[src/inc/trps_pkg.sv]
// Constants and types shared by the three-rail power sequencer
package trps_pkg;

	// ----------------------------------------
	// Clock and timing
	// ----------------------------------------
	localparam int CLK_MHZ = 25;
	// Power-good hold-off after the primary supply becomes valid, in us
	localparam int GOOD_DELAY_US = 100;
	localparam int GOOD_DELAY_CYC = GOOD_DELAY_US * CLK_MHZ;
	// Core-on to io-on spacing in time-based mode, in us
	localparam int SEQ_DELAY_US = 20;
	localparam int SEQ_DELAY_CYC = SEQ_DELAY_US * CLK_MHZ;
	localparam int TMR_W = 12;

	// ----------------------------------------
	// Serial bus addressing and commands
	// ----------------------------------------
	localparam logic [3:0] SMB_ADDR_BASE = 4'hB;
	localparam logic [7:0] CMD_CTRL = 8'h00;
	localparam logic [7:0] CMD_STAT = 8'h01;

	// ----------------------------------------
	// Control byte fields (1 = force switch off)
	// ----------------------------------------
	localparam int CT_OFF_H = 0;
	localparam int CT_OFF_M = 1;
	localparam int CT_OFF_L = 2;
	localparam logic [2:0] CTRL_RESET = 3'h0;

	// ----------------------------------------
	// Status byte fields
	// ----------------------------------------
	localparam int ST_GATE_H = 0;
	localparam int ST_GATE_M = 1;
	localparam int ST_GATE_L = 2;
	localparam int ST_READY = 3;
	localparam int ST_OK_H = 4;
	localparam int ST_OK_M = 5;
	localparam int ST_OK_L = 6;
	localparam int ST_MODE_V = 7;

	// ----------------------------------------
	// State types
	// ----------------------------------------
	typedef enum logic [1:0] {SEQ_OFF, SEQ_CORE_ON, SEQ_ALL_ON, SEQ_IO_OFF} trps_seq_t;
	typedef enum logic [2:0] {SMB_IDLE, SMB_ADDR, SMB_ACK, SMB_WRITE, SMB_READ, SMB_RACK} trps_smb_t;

endpackage

[src/inc/trps_tmr_if.sv]
// Handshake between the sequencer and its delay timers
`timescale 1ns/1ps
interface trps_tmr_if;
	logic ce;
	logic run;
	logic expired;
	modport ctl (output ce, output run, input expired);
	modport tmr (input ce, input run, output expired);
endinterface

[src/core/trps_timer.sv]
// Delay timer: counts while run is high, flags when the limit is reached
`timescale 1ns/1ps
module trps_timer #(
	parameter int LIMIT = 1
) (
	input wire logic core_clk,
	input wire logic rst_n,
	trps_tmr_if.tmr t
);
	import trps_pkg::*;

	localparam logic [TMR_W-1:0] LIMIT_C = TMR_W'(LIMIT);

	logic [TMR_W-1:0] cnt_r;

	// Count up while running, restart whenever run drops
	always_ff @(posedge core_clk or negedge rst_n) begin
		if (!rst_n) begin
			cnt_r <= '0;
		end else if (t.ce) begin
			if (!t.run)
				cnt_r <= '0;
			else if (cnt_r != LIMIT_C)
				cnt_r <= cnt_r + TMR_W'(1);
		end
	end

	assign t.expired = t.run && (cnt_r == LIMIT_C);
endmodule

[src/core/trps_top.sv]
// Three-rail power sequencer control with serial bus status and switch-off
`timescale 1ns/1ps
// Function
// - Power-good low below lockout, then delayed release
// - Enable high and supply valid drive primary
// - Enable low holds primary switch off
// - Third-rail gate follows its pump enable
// - Second-rail gate follows its pump enable
// - Voltage mode: second rail waits feedback threshold
// - Voltage trigger starts voltage sequencing; tie unused
// - Timed trigger starts timed sequencing; tie unused
// - Rails coupled by comparator or timer
// - Core on first, core off last except on core lockout or host off, which drop both rails together
// - Separate lockout per supply; primary lockout also gates the linked rails
// - Host reads status, commands switches off
// - Three address pins select one of eight
// - Status bits mirror each switch drive
module trps_top (
	input wire logic core_clk,
	input wire logic rst_n,
	input wire logic clk_en,
	input wire logic primary_supply_ok,
	input wire logic second_rail_supply_ok,
	input wire logic third_rail_supply_ok,
	input wire logic feedback_reached,
	input wire logic primary_switch_enable_in,
	input wire logic voltage_sequence_trigger,
	input wire logic timed_sequence_trigger,
	input wire logic bus_id_bit0,
	input wire logic bus_id_bit1,
	input wire logic bus_id_bit2,
	input wire logic scl_in,
	input wire logic sda_in,
	output logic sda_out,
	output logic sda_oe_n,
	output logic ready_out,
	output logic ready_oe_n,
	output logic pump_h_en,
	output logic pump_m_en,
	output logic pump_l_en,
	output logic gate_h,
	output logic gate_m,
	output logic gate_l,
	output trps_pkg::trps_seq_t seq_state
);
	import trps_pkg::*;

	// ----------------------------------------
	// Declarations
	// ----------------------------------------
	trps_tmr_if good_t ();
	trps_tmr_if seq_t ();

	trps_seq_t seq_r;
	trps_seq_t seq_nxt;
	trps_smb_t smb_r;
	logic mode_v_r;
	logic ready_r;
	logic gate_h_r;
	logic gate_m_r;
	logic gate_l_r;
	logic [2:0] ctrl_r;
	logic seq_req;
	logic link_on;
	logic off_h;
	logic off_m;
	logic off_l;
	logic scl_r;
	logic sda_r;
	logic scl_q;
	logic sda_q;
	logic scl_rise;
	logic scl_fall;
	logic bus_start;
	logic bus_stop;
	logic [7:0] shift_r;
	logic [2:0] bit_r;
	logic [7:0] cmd_r;
	logic byte_idx_r;
	logic rw_r;
	logic ack_on_r;
	logic nack_r;
	logic [7:0] rx_byte;
	logic [7:0] status_byte;
	logic [6:0] own_addr;

	// ----------------------------------------
	// Helpers
	// ----------------------------------------
	// Shift one sampled bit into a byte
	function automatic logic [7:0] shift_in(input logic [7:0] b, input logic d);
		return {b[6:0], d};
	endfunction

	// ----------------------------------------
	// Timers
	// ----------------------------------------
	assign good_t.ce = clk_en;
	assign good_t.run = primary_supply_ok;
	assign seq_t.ce = clk_en;
	assign seq_t.run = (seq_r == SEQ_CORE_ON) || (seq_r == SEQ_IO_OFF);

	trps_timer #(.LIMIT(GOOD_DELAY_CYC)) u_good_tmr (
		.core_clk(core_clk),
		.rst_n(rst_n),
		.t(good_t)
	);

	trps_timer #(.LIMIT(SEQ_DELAY_CYC)) u_seq_tmr (
		.core_clk(core_clk),
		.rst_n(rst_n),
		.t(seq_t)
	);

	// ----------------------------------------
	// Power-good output
	// ----------------------------------------
	// Low below lockout, released after hold-off expires
	always_ff @(posedge core_clk or negedge rst_n) begin
		if (!rst_n) begin
			ready_r <= 1'b0;
		end else if (clk_en) begin
			ready_r <= primary_supply_ok && good_t.expired;
		end
	end

	assign ready_out = 1'b0;
	assign ready_oe_n = ready_r;

	// ----------------------------------------
	// Primary rail
	// ----------------------------------------
	assign off_h = ctrl_r[CT_OFF_H];
	assign off_m = ctrl_r[CT_OFF_M];
	assign off_l = ctrl_r[CT_OFF_L];

	// Primary pump follows enable pin, lockout and host off
	always_ff @(posedge core_clk or negedge rst_n) begin
		if (!rst_n) begin
			gate_h_r <= 1'b0;
		end else if (clk_en) begin
			gate_h_r <= primary_switch_enable_in && primary_supply_ok && !off_h;
		end
	end

	// ----------------------------------------
	// Secondary rail sequencing
	// ----------------------------------------
	assign seq_req = voltage_sequence_trigger || timed_sequence_trigger;
	assign link_on = seq_req && primary_supply_ok;

	// Core rail up first, io rail down first unless core lockout or host off drops both together
	always_comb begin
		seq_nxt = seq_r;
		unique case (seq_r)
			SEQ_OFF: begin
				if (link_on && third_rail_supply_ok && !off_l)
					seq_nxt = SEQ_CORE_ON;
			end
			SEQ_CORE_ON: begin
				if (!link_on || !third_rail_supply_ok || off_l)
					seq_nxt = SEQ_OFF;
				else if ((mode_v_r ? feedback_reached : seq_t.expired)
						&& second_rail_supply_ok && !off_m)
					seq_nxt = SEQ_ALL_ON;
			end
			SEQ_ALL_ON: begin
				if (!link_on || !third_rail_supply_ok || off_l)
					seq_nxt = SEQ_IO_OFF;
				else if (!second_rail_supply_ok || off_m)
					seq_nxt = SEQ_CORE_ON;
			end
			SEQ_IO_OFF: begin
				if (seq_t.expired)
					seq_nxt = SEQ_OFF;
			end
		endcase
	end

	// Sequencer state
	always_ff @(posedge core_clk or negedge rst_n) begin
		if (!rst_n) begin
			seq_r <= SEQ_OFF;
		end else if (clk_en) begin
			seq_r <= seq_nxt;
		end
	end

	// Sequencing mode captured while idle
	always_ff @(posedge core_clk or negedge rst_n) begin
		if (!rst_n) begin
			mode_v_r <= 1'b0;
		end else if (clk_en && seq_r == SEQ_OFF) begin
			mode_v_r <= voltage_sequence_trigger;
		end
	end

	// Secondary gate drives, each gated by its own lockout
	always_ff @(posedge core_clk or negedge rst_n) begin
		if (!rst_n) begin
			gate_m_r <= 1'b0;
			gate_l_r <= 1'b0;
		end else if (clk_en) begin
			gate_m_r <= (seq_nxt == SEQ_ALL_ON) && second_rail_supply_ok && !off_m;
			gate_l_r <= (seq_nxt != SEQ_OFF) && third_rail_supply_ok && !off_l;
		end
	end

	// Pumps and gates share one enable
	assign pump_h_en = gate_h_r;
	assign pump_m_en = gate_m_r;
	assign pump_l_en = gate_l_r;
	assign gate_h = gate_h_r;
	assign gate_m = gate_m_r;
	assign gate_l = gate_l_r;
	assign seq_state = seq_r;

	// ----------------------------------------
	// Serial bus line sampling
	// ----------------------------------------
	// Register lines and keep the previous sample for edges
	always_ff @(posedge core_clk or negedge rst_n) begin
		if (!rst_n) begin
			scl_r <= 1'b1;
			sda_r <= 1'b1;
			scl_q <= 1'b1;
			sda_q <= 1'b1;
		end else if (clk_en) begin
			scl_r <= scl_in;
			sda_r <= sda_in;
			scl_q <= scl_r;
			sda_q <= sda_r;
		end
	end

	assign scl_rise = scl_r && !scl_q;
	assign scl_fall = !scl_r && scl_q;
	assign bus_start = scl_r && scl_q && sda_q && !sda_r;
	assign bus_stop = scl_r && scl_q && !sda_q && sda_r;
	assign rx_byte = shift_in(shift_r, sda_r);
	assign own_addr = {SMB_ADDR_BASE, bus_id_bit2, bus_id_bit1, bus_id_bit0};

	// Status byte reflects the live switch drives
	always_comb begin
		status_byte = 8'h00;
		status_byte[ST_GATE_H] = gate_h_r;
		status_byte[ST_GATE_M] = gate_m_r;
		status_byte[ST_GATE_L] = gate_l_r;
		status_byte[ST_READY] = ready_r;
		status_byte[ST_OK_H] = primary_supply_ok;
		status_byte[ST_OK_M] = second_rail_supply_ok;
		status_byte[ST_OK_L] = third_rail_supply_ok;
		status_byte[ST_MODE_V] = mode_v_r;
	end

	// ----------------------------------------
	// Serial bus slave
	// ----------------------------------------
	// Address, command and data byte handling
	always_ff @(posedge core_clk or negedge rst_n) begin
		if (!rst_n) begin
			smb_r <= SMB_IDLE;
			shift_r <= 8'h00;
			bit_r <= 3'h0;
			byte_idx_r <= 1'b0;
			rw_r <= 1'b0;
			ack_on_r <= 1'b0;
			nack_r <= 1'b0;
			cmd_r <= CMD_STAT;
		end else if (clk_en) begin
			if (bus_stop) begin
				smb_r <= SMB_IDLE;
				ack_on_r <= 1'b0;
			end else if (bus_start) begin
				smb_r <= SMB_ADDR;
				bit_r <= 3'h0;
				byte_idx_r <= 1'b0;
				ack_on_r <= 1'b0;
			end else begin
				unique case (smb_r)
					SMB_IDLE: begin
					end
					SMB_ADDR: begin
						if (scl_rise) begin
							shift_r <= rx_byte;
							bit_r <= bit_r + 3'h1;
							if (bit_r == 3'h7) begin
								rw_r <= sda_r;
								smb_r <= (shift_r[6:0] == own_addr) ? SMB_ACK : SMB_IDLE;
							end
						end
					end
					SMB_ACK: begin
						if (scl_fall) begin
							if (!ack_on_r) begin
								ack_on_r <= 1'b1;
							end else begin
								ack_on_r <= 1'b0;
								bit_r <= 3'h0;
								if (rw_r) begin
									shift_r <= status_byte;
									smb_r <= SMB_READ;
								end else begin
									smb_r <= SMB_WRITE;
								end
							end
						end
					end
					SMB_WRITE: begin
						if (scl_rise) begin
							shift_r <= rx_byte;
							bit_r <= bit_r + 3'h1;
							if (bit_r == 3'h7) begin
								byte_idx_r <= 1'b1;
								if (!byte_idx_r)
									cmd_r <= rx_byte;
								smb_r <= SMB_ACK;
							end
						end
					end
					SMB_READ: begin
						if (scl_fall) begin
							shift_r <= {shift_r[6:0], 1'b1};
							bit_r <= bit_r + 3'h1;
							if (bit_r == 3'h7)
								smb_r <= SMB_RACK;
						end
					end
					SMB_RACK: begin
						if (scl_rise)
							nack_r <= sda_r;
						if (scl_fall) begin
							bit_r <= 3'h0;
							if (nack_r) begin
								smb_r <= SMB_IDLE;
							end else begin
								shift_r <= status_byte;
								smb_r <= SMB_READ;
							end
						end
					end
					default: smb_r <= SMB_IDLE;
				endcase
			end
		end
	end

	// Host switch-off control byte
	always_ff @(posedge core_clk or negedge rst_n) begin
		if (!rst_n) begin
			ctrl_r <= CTRL_RESET;
		end else if (clk_en && !bus_start && !bus_stop && smb_r == SMB_WRITE
				&& scl_rise && bit_r == 3'h7 && byte_idx_r && cmd_r == CMD_CTRL) begin
			ctrl_r <= rx_byte[2:0];
		end
	end

	// Open-drain data line: pull low for ack or a zero data bit
	assign sda_out = 1'b0;
	assign sda_oe_n = !(ack_on_r || (smb_r == SMB_READ && !shift_r[7]));
endmodule

[config.mk]
export PLATFORM = sky130hd
export DESIGN_NAME = trps_top
export DESIGN_NICKNAME = d
export VERILOG_FILES = /design/src/inc/trps_pkg.sv /design/src/inc/trps_tmr_if.sv /design/src/core/trps_timer.sv /design/src/core/trps_top.sv
export SDC_FILE = /design/constraint.sdc
export NUM_CORES = 1
export LEC_CHECK = 0
export ABC_AREA = 1
export BUFFER_PORTS_ARGS = -buffer_cell sky130_fd_sc_hd__buf_2
export CAP_MARGIN = 5
export CORE_MARGIN = 3
export CORE_UTILIZATION = 55
export CTS_CLUSTER_SIZE = 40
export DETAILED_ROUTE_END_ITERATION = 8
export PLACE_DENSITY = 0.82
export SLEW_MARGIN = 20
export SYNTH_ARGS = -nofsm -noshare
export SYNTH_HDL_FRONTEND = slang
export SYNTH_HIERARCHICAL = 1
export SYNTH_SLANG_ARGS = --single-unit
[constraint.sdc]
create_clock -name core_clk -period 1.91 [get_ports core_clk]
set_input_delay 0.0955 -clock core_clk [delete_from_list [all_inputs] [get_ports core_clk]]
set_output_delay 0.0955 -clock core_clk [all_outputs]
set_load 0.01 [all_outputs]
==> metrics.csv, run 1 <==
metric,value,unit
status,"finished, final reports clean",
CP Capture Type,flop,
post-DP HPWL,6530,um
fraction of registers with async set/reset,100,%
Post-Syn Instances,586,
io pins,27,
most frequent cell after synthesis,nand2_1,
post-layout util,64.7,%
leakage,2.22,nW
first-pass GRT wire length,15900,um
CTS max path bufs,2,
"Warnings, synthesis",6,
Final ANT Viol Nets,0,
path depth of the worst reg2reg path,14,
Hold Crit Class,input port to flop,
"FF+latch count, synth",64,
post-layout min period,1800,ps
vias per cell,5.17,
number of global-route vias before repair,3606,
Cells on Worst Hold Path,2,
gpl congestion,0.952,
FP Rows,30,
dominant cell type by area after synthesis,dfrtp_1,
Hold EP,mode_v_r$_DFFE_PN0P_,
CP arrival,2030,ps
sequential-to-total area share from yosys stat,39.7,%
filler instances,606,
Inst Count DP,695,
final net count,636,
R2R Path Start,u_seq_tmr/cnt_r[1]$_DFFE_PN0P_,
initial antenna violation count,0,
final worst path period share,94.1,%
TNS Setup,0,ps
Crit path max-delay family,simple AND/OR/NAND/NOR gates,
terminus of the critical flop-to-flop path,gate_l$_DFFE_PN0P_,
post-synthesis cell type count,35,
non-filler instance count after layout,716,
startpoint of the worst hold path,voltage_sequence_trigger,
TritonCTS clock tree,done,
Global Route Usage Sum,23.1,%
CP Launch Type,flop,
Crit path top cell by count,nand2_1,
"Cell Area, Synth",4050,um2
Crit-path slowest cell,dfrtp_1,
largest net degree at the start of global routing,65,
prevailing post-synth register cell,dfrtp_1,
core area,6940,um2
Buffers on Ports,24,
share of cells above drive strength 1,14.5,%
Routed wire per std cell,12.6,um
WP data required,2150,ps
Worst-path clk slew,80,ps
CP cell instances,"inv_1, ha_2, nand2_1, nor2_2, and3_1, inv_1, nor2_1, o21ai_0, nand3_1, nand2_1, nor2_2, nand2_1, nand2_1, nand2_1",
Routed Wire Length,8990,um
synth top area cells,"dfrtp_1 (36%), nand2_1 (20%), o21ai_0 (6.8%), inv_1 (6.0%), nor2_1 (5.2%)",
Highest Clock Rate,0.556,GHz
first drt pass iteration count,5,
buffer and inverter count on the worst path,2,
Final Hold Viols,0,
largest fanout on the critical path,5,
max-slew violation count,0,
proportion of netlist area held by the largest area contributor,36.5,%
largest stage delay on the critical path,420,ps
most frequent cells after synthesis,"nand2_1 (212), inv_1 (65), dfrtp_1 (59), nor2_1 (56), o21ai_0 (55)",
Mapped Avg Cell Area,6.91,um2
Hold Slack,25.8,ps
skew final,14.0,ps
worst vdd ir,0.706,mV
critical path class,flop to flop,
Die Span Y,91.8,um
Antenna Cells,0,
DRC Markers,0,
Die Span X,91.8,um
area grow syn2layout,11.0,%
routed vias,3705,
Max-Cap Viols,0,
endpoints failing setup,0,
Power Density,864,nW/um2
CTS H-Tree Depth,3,
CTS Root Cell,clkbuf_8,
Starting Density,58.3,%
Post-synth EDFFs,0,
GR Overflow Total,0,
Die Area,8420,um2
Worst-Skew Late Latency,340,ps
Sink Count,64,
flop2flop setup slack,110,ps
initial drt markers,300,
Num CTS Buffers,9,
[metrics by stage]
stage / area, um2 / setup slack (ps) / power, W
floorplan: 4050 / 154 / 0.00237
global placement: 4220 / 176 / 0.00262
detailed placement: 4220 / 107 / 0.00265
CTS: 4450 / 87.0 / 0.00388
global route: 4490 / -85.1 / 0.00416
finish: 4490 / 113 / 0.00388
[routing by layer]
| layer | track usage (%) | vias up | routed length [um] |
|---|---|---|---|
| li1 | - | 1900 | - |
| met1 | 28.9 | 1683 | 4000 |
| met2 | 39.0 | 101 | 4400 |
| met3 | 5.09 | 21 | 436 |
| met4 | 8.79 | 0 | 158 |
| met5 | 0 | - | 0 |
[cells by family after synthesis]
logic type	Yosys count	synth area share, %
mux	1	0.278
compound gates	72	9.40
buf+inv	87	9.49
xor+xnor	6	1.30
flops	64	39.7
fa+ha+maj	6	1.86
other cells	1	0.0927
simple gates	349	37.8
[cell usage in the layout (no fill, tap or decap), drive strengths merged]
| master | count |
|---|---|
| a21oi | 4 |
| nor3 | 3 |
| dfrtp | 59 |
| clkinvlp | 2 |
| ha | 6 |
| nand2 | 217 |
| or2 | 2 |
| conb | 2 |
| buf | 30 |
| and3 | 1 |
| o21bai | 2 |
| clkinv | 2 |
| dfstp | 5 |
| xor2 | 4 |
| nor2 | 66 |
| bufinv | 1 |
| o21ai | 63 |
| nand4 | 10 |
| nor4 | 1 |
| xnor2 | 2 |
| nand3b | 2 |
| nand3 | 47 |
| mux2 | 1 |
| dlygate4sd3 | 3 |
| o31ai | 1 |
| clkbuf | 10 |
| inv | 72 |
| a21boi | 2 |
[worst max-delay path by stage]
stage,start,end,slack (ps),cells after the start
detailed placement,u_seq_tmr/cnt_r[0]$_DFFE_PN0P_,gate_l$_DFFE_PN0P_,110,14
global route,u_seq_tmr/cnt_r[1]$_DFFE_PN0P_,gate_l$_DFFE_PN0P_,-90,14
CTS,u_seq_tmr/cnt_r[0]$_DFFE_PN0P_,gate_l$_DFFE_PN0P_,90,14
floorplan,seq_state[0]$_DFFE_PN0P_,gate_l$_DFFE_PN0P_,150,13
global placement,u_seq_tmr/cnt_r[1]$_DFFE_PN0P_,gate_l$_DFFE_PN0P_,180,14
finish,u_seq_tmr/cnt_r[1]$_DFFE_PN0P_,gate_l$_DFFE_PN0P_,110,14
[timing repair]
item | in CTS | in global routing
resized for setup | 0 | 5
hold buffers | 3 | 0
buffers inserted | 0 | 2
setup endpoints to repair | 0 | 8
endpoints found under the hold margin | 61 | 0
[state kept, by name, summed over array words and instances, names as in the netlist, 2 cells and up]
signal / cells
bit_r: 3
seq_state: 2
u_good_tmr/cnt_r: 12
ctrl_r: 3
u_seq_tmr/cnt_r: 12
smb_r: 3
cmd_r: 8
shift_r: 8
[layout make-up]
type                    count  area [um2]  share of cell area (%)
clock buffers              10         138                    3.06
inverters                  71         267                    5.93
repair buffers             33         220                    4.90
multi-input cells         436        2070                    46.1
well taps                  96         120                    2.67
clock inverters             6        67.6                    1.50
flip-flops and latches     64        1610                    35.8
[where the power goes]
| group | leakage (nW) | switching [W] | internal [W] |
|---|---|---|---|
| Clock | 0.0989 | 0.000561 | 0.000642 |
| Combinational | 1.31 | 0.000617 | 0.000355 |
| Sequential | 0.815 | 0.000163 | 0.00154 |
| Total | 2.22 | 0.00134 | 0.00254 |
No activity file was read; power rests on OpenSTA's default activity.
==> run 2, diff against run 1 <==
--- a/config.mk
+++ b/config.mk
@@ -13,6 +13,7 @@
 export CTS_CLUSTER_SIZE = 40
 export DETAILED_ROUTE_END_ITERATION = 8
 export PLACE_DENSITY = 0.82
+export RECOVER_POWER = 50
 export SLEW_MARGIN = 20
 export SYNTH_ARGS = -nofsm -noshare
 export SYNTH_HDL_FRONTEND = slang
==> metrics.csv, run 2 (same netlist as run 1, synthesis figures left out) <==
metric,value,unit
status,"finished, final reports clean",
largest stage delay on the critical path,420,ps
Final Hold Viols,0,
final setup margin,113,ps
Num CTS Buffers,9,
Die Span X,91.8,um
CP cell instances,"inv_1, ha_2, nand2_1, nor2_2, and3_1, inv_1, nor2_1, o21ai_0, nand3_1, nand2_1, nor2_2, nand2_1, nand2_1, nand2_1",
final worst path period share,94.1,%
core area,6940,um2
Worst-Skew Late Latency,340,ps
critical path class,flop to flop,
Inst Count DP,695,
Final ANT Viol Nets,0,
first-pass GRT wire length,15900,um
Hold Crit Class,input port to flop,
leakage,2.21,nW
DRC Markers,0,
Sink Count,64,
CTS max path bufs,2,
final net count,636,
Post-Place Worst Slack,107,ps
GR Overflow Total,0,
gpl congestion,0.952,
CP Capture Type,flop,
CP arrival,2030,ps
CTS H-Tree Depth,3,
Antenna Cells,0,
FP Rows,30,
Crit path top cell by count,nand2_1,
share of cells above drive strength 1,14.4,%
terminus of the critical flop-to-flop path,gate_l$_DFFE_PN0P_,
filler instances,608,
max-slew violation count,0,
Max-Cap Viols,0,
worst setup path end,gate_l$_DFFE_PN0P_,
skew final,14.0,ps
Global Route Usage Sum,23.1,%
post-layout min period,1800,ps
Levels on crit path,14,
R2R Path Start,u_seq_tmr/cnt_r[1]$_DFFE_PN0P_,
Buffers on Ports,24,
Starting Density,58.3,%
worst vdd ir,0.706,mV
Die Area,8420,um2
non-filler instance count after layout,716,
largest net degree at the start of global routing,65,
post-layout util,64.5,%
initial antenna violation count,0,
TNS Setup,0,ps
"most common cell after layout, fill and taps aside",nand2_1,
number of global-route vias before repair,3606,
buffer and inverter count on the worst path,2,
initial drt markers,300,
routed vias,3707,
worst slew pin tran,1360,ps
endpoints failing setup,0,
Highest Clock Rate,0.556,GHz
Power Density,866,nW/um2
largest registers,"u_good_tmr/cnt_r: 12 flops, u_seq_tmr/cnt_r: 12 flops",
Routed wire per std cell,12.6,um
path depth of the worst reg2reg path,14,
largest fanout on the critical path,5,
first drt pass iteration count,5,
WP data required,2150,ps
Cells on Worst Hold Path,2,
vias per cell,5.18,
CTS Root Cell,clkbuf_8,
Crit-path slowest cell,dfrtp_1,
area grow syn2layout,10.6,%
Crit path max-delay family,simple AND/OR/NAND/NOR gates,
io pins,27,
flop2flop setup slack,110,ps
Worst-path clk slew,80,ps
Die Span Y,91.8,um
Slew HR,9.13,%
TritonCTS clock tree,done,
"commonest cells after routing, fill and taps aside","nand2_1 (212), inv_1 (64), dfrtp_1 (59), o21ai_0 (55), nor2_1 (54)",
CP Launch Type,flop,
CP Launch Point,u_seq_tmr/cnt_r[1]$_DFFE_PN0P_,
Routed Wire Length,8990,um
post-DP HPWL,6530,um
-- run 2: cell types whose count changed in the layout (fill, tap and decap cells not counted) --
cell and change:
dfstp_2 -1, buf_12 -1, dfstp_1 +1, buf_2 +1
-- run 2: through the flow --
stage          power (W)  hold slack (ps)  instance area, um2
6_report         0.00388             25.8                4480
5_1_grt          0.00415             5.17                4480
4_1_cts          0.00388             5.65                4450
3_5_place_dp     0.00265              134                4220
3_3_place_gp     0.00262              132                4220
2_1_floorplan    0.00237             -200                4050
-- run 2: report_power, final --
group	internal, W	switching, W	total, W
registers	0.00154	0.000163	0.00170
logic	0.000351	0.000616	0.000967
clock network	0.000642	0.000561	0.00120
total	0.00254	0.00134	0.00388
-- run 2: cell type report --
class                      count  area, um2  area share, %
clock inverter                 6       67.6           1.51
sequential                    64       1610           35.9
multi-input combinational    436       2070           46.3
timing repair buffer          33        205           4.58
inverter                      71        267           5.95
tap                           96        120           2.68
clock buffer                  10        138           3.08
-- run 2: repair_timing --
action                                  4_1_cts  5_1_grt
hold buffers                                  3        0
endpoints found under the hold margin        61        0
resized for setup                             0        5
setup buffers                                 0        2
endpoints found under the setup margin        0        8
-- run 2: worst min path at each step --
stage                           endpoint                startpoint
detailed placement  cmd_r[3]$_DFFE_PN0P_                     rst_n
global route        mode_v_r$_DFFE_PN0P_  voltage_sequence_trigger
finish              mode_v_r$_DFFE_PN0P_  voltage_sequence_trigger
global placement    cmd_r[2]$_DFFE_PN0P_                     rst_n
floorplan           ack_on_r$_DFFE_PN0P_                     rst_n
CTS                 mode_v_r$_DFFE_PN0P_  voltage_sequence_trigger
-- run 2: routing by layer --
metal	global-route usage, %	part of all wire [%]	up-vias
li1	-	-	1901
met1	28.9	44	1684
met2	39.0	49	101
met3	5.09	4.8	21
met4	8.79	1.8	0
met5	0	0	-
-- run 2: worst reg2reg max path, cell delays in order, from the launching register on --
cell,delay [ps]
dfrtp_1,420
inv_1,80
ha_2,170
nand2_1,60
nor2_2,120
and3_1,160
inv_1,50
nor2_1,110
o21ai_0,90
nand3_1,70
nand2_1,80
nor2_2,150
nand2_1,70
nand2_1,50
nand2_1,40
==> run 3, diff against run 2 <==
--- a/config.mk
+++ b/config.mk
@@ -14,6 +14,7 @@
 export DETAILED_ROUTE_END_ITERATION = 8
 export PLACE_DENSITY = 0.82
 export RECOVER_POWER = 50
+export REMOVE_ABC_BUFFERS = 1
 export SLEW_MARGIN = 20
 export SYNTH_ARGS = -nofsm -noshare
 export SYNTH_HDL_FRONTEND = slang
==> metrics.csv, run 3 (same netlist as run 1, synthesis figures left out) <==
metric,value,unit
CTS max path bufs,2,
Sink Count,64,
Antenna Cells,0,
Crit path top cell by count,nand2_1,
WP data required,2150,ps
Power Density,880,nW/um2
Routed wire per std cell,12.6,um
post-DP HPWL,6520,um
worst slew pin tran,1400,ps
switching pwr,0.00135,W
DRC Markers,0,
routed vias,3857,
Worst-path clk slew,80,ps
Pwr Total,0.00401,W
Final ANT Viol Nets,0,
CP arrival,2040,ps
GR Overflow Total,0,
final net count,645,
Die Span X,91.8,um
number of global-route vias before repair,3481,
Die Area,8420,um2
"commonest cells after routing, fill and taps aside","nand2_1 (211), inv_1 (64), dfrtp_1 (59), o21ai_0 (55), nor2_1 (53)",
path depth of the worst reg2reg path,14,
CP Capture Type,flop,
area grow syn2layout,12.6,%
largest registers,"u_good_tmr/cnt_r: 12 flops, u_seq_tmr/cnt_r: 12 flops",
Max-Cap Viols,0,
gpl congestion,0.953,
largest net degree at the start of global routing,65,
initial antenna violation count,0,
TNS Setup,0,ps
skew final,10.9,ps
Worst-Skew Late Latency,340,ps
Starting Density,58.3,%
Hold Crit Class,input port to flop,
share of cells above drive strength 1,15.1,%
largest fanout on the critical path,3,
Routed Wire Length,9140,um
share of power burned in registers,42.9,%
worst vdd ir,0.610,mV
post-layout min period,1800,ps
endpoints failing setup,0,
CP cell instances,"inv_2, ha_2, nand2_1, nor2_2, and3_1, inv_1, nor2_1, o21ai_0, nand3_1, nand2_2, nor2_4, nand2_1, nand2_1, nand2_1",
Cells on Worst Hold Path,3,
Num CTS Buffers,9,
max-slew violation count,0,
final worst path period share,94.2,%
Global Route Usage Sum,22.5,%
first drt pass iteration count,5,
status,"finished, final reports clean",
CTS H-Tree Depth,3,
Final Hold Viols,0,
Crit-path slowest cell,dfrtp_1,
Highest Clock Rate,0.556,GHz
Levels on crit path,14,
vias per cell,5.32,
TritonCTS clock tree,done,
Crit path max-delay family,simple AND/OR/NAND/NOR gates,
switching share of power,33.8,%
Internal,0.00265,W
buffer and inverter count on the worst path,2,
largest stage delay on the critical path,410,ps
CTS Root Cell,clkbuf_8,
"most common cell after layout, fill and taps aside",nand2_1,
Buffers on Ports,24,
Die Span Y,91.8,um
power share of the clock group,32.1,%
leakage,2.25,nW
first-pass GRT wire length,15300,um
core area,6940,um2
Hold Slack,101,ps
io pins,27,
filler instances,589,
CP Launch Type,flop,
FP Rows,30,
initial drt markers,286,
Slew HR,6.52,%
critical path class,flop to flop,
Comb pwr share,25.1,%
run 3: layout make-up:
type,instances,area (um2),share of cell area [%]
Clock buffer,9,124,2.72
Clock inverter,7,96.3,2.12
Inverter,71,267,5.85
Multi-Input combinational cell,436,2080,45.6
Sequential cell,64,1610,35.3
Tap cell,96,120,2.64
Timing Repair Buffer,42,264,5.80
run 3: repair_timing:
action | CTS | global route
setup buffers | 0 | 4
gates resized for setup | 0 | 7
endpoints found under the setup margin | 0 | 4
hold buffers | 5 | 0
hold endpoints to repair | 63 | 0
run 3: metal layers:
metal  vias to the layer above  global-route usage, %  part of all wire (%)
li1                       1923                      -                     -
met5                         -                      0                     0
met4                         0                   8.54                   1.8
met1                      1790                   29.8                    46
met2                       126                   36.2                    46
met3                        18                   4.76                   6.0
run 3: metrics by stage:
| step | std cells | area [um2] | utilization, % | worst slack (ps) |
|---|---|---|---|---|
| CTS | 721 | 4520 | 65.1 | 87.9 |
| detailed placement | 700 | 4250 | 61.2 | 104 |
| global placement | 700 | 4250 | 61.2 | 172 |
| finish | 725 | 4550 | 65.6 | 111 |
| floorplan | 571 | 3930 | - | 211 |
| global route | 725 | 4550 | 65.6 | -3.17 |
run 3: worst paths after layout:
check | startpoint | end | slack [ps]
worst max-delay path | u_seq_tmr/cnt_r[0]$_DFFE_PN0P_ | gate_l$_DFFE_PN0P_ | 110
worst min-delay path | primary_supply_ok | u_good_tmr/cnt_r[6]$_DFFE_PN0P_ | 100
worst max register to register | u_seq_tmr/cnt_r[0]$_DFFE_PN0P_ | gate_l$_DFFE_PN0P_ | 110
worst min register to register | ctrl_r[0]$_DFFE_PN0P_ | gate_h$_DFFE_PN0P_ | 460
max in group asynchronous | rst_n | ctrl_r[0]$_DFFE_PN0P_ | 340
min in group asynchronous | rst_n | u_seq_tmr/cnt_r[5]$_DFFE_PN0P_ | 710
run 3: tightest hold or removal path, stage by stage:
cell and delay, ps:
buf_2 160, nand3_1 100, o21ai_1 50
run 3: power by group through the flow:
stage          logic, W  registers [W]  clock network [W]
2_1_floorplan  0.000570        0.00174                  0
3_3_place_gp   0.000899        0.00173                  0
3_5_place_dp   0.000922        0.00174                  0
4_1_cts        0.000934        0.00171            0.00131
5_1_grt         0.00114        0.00174            0.00137
6_report        0.00100        0.00172            0.00129
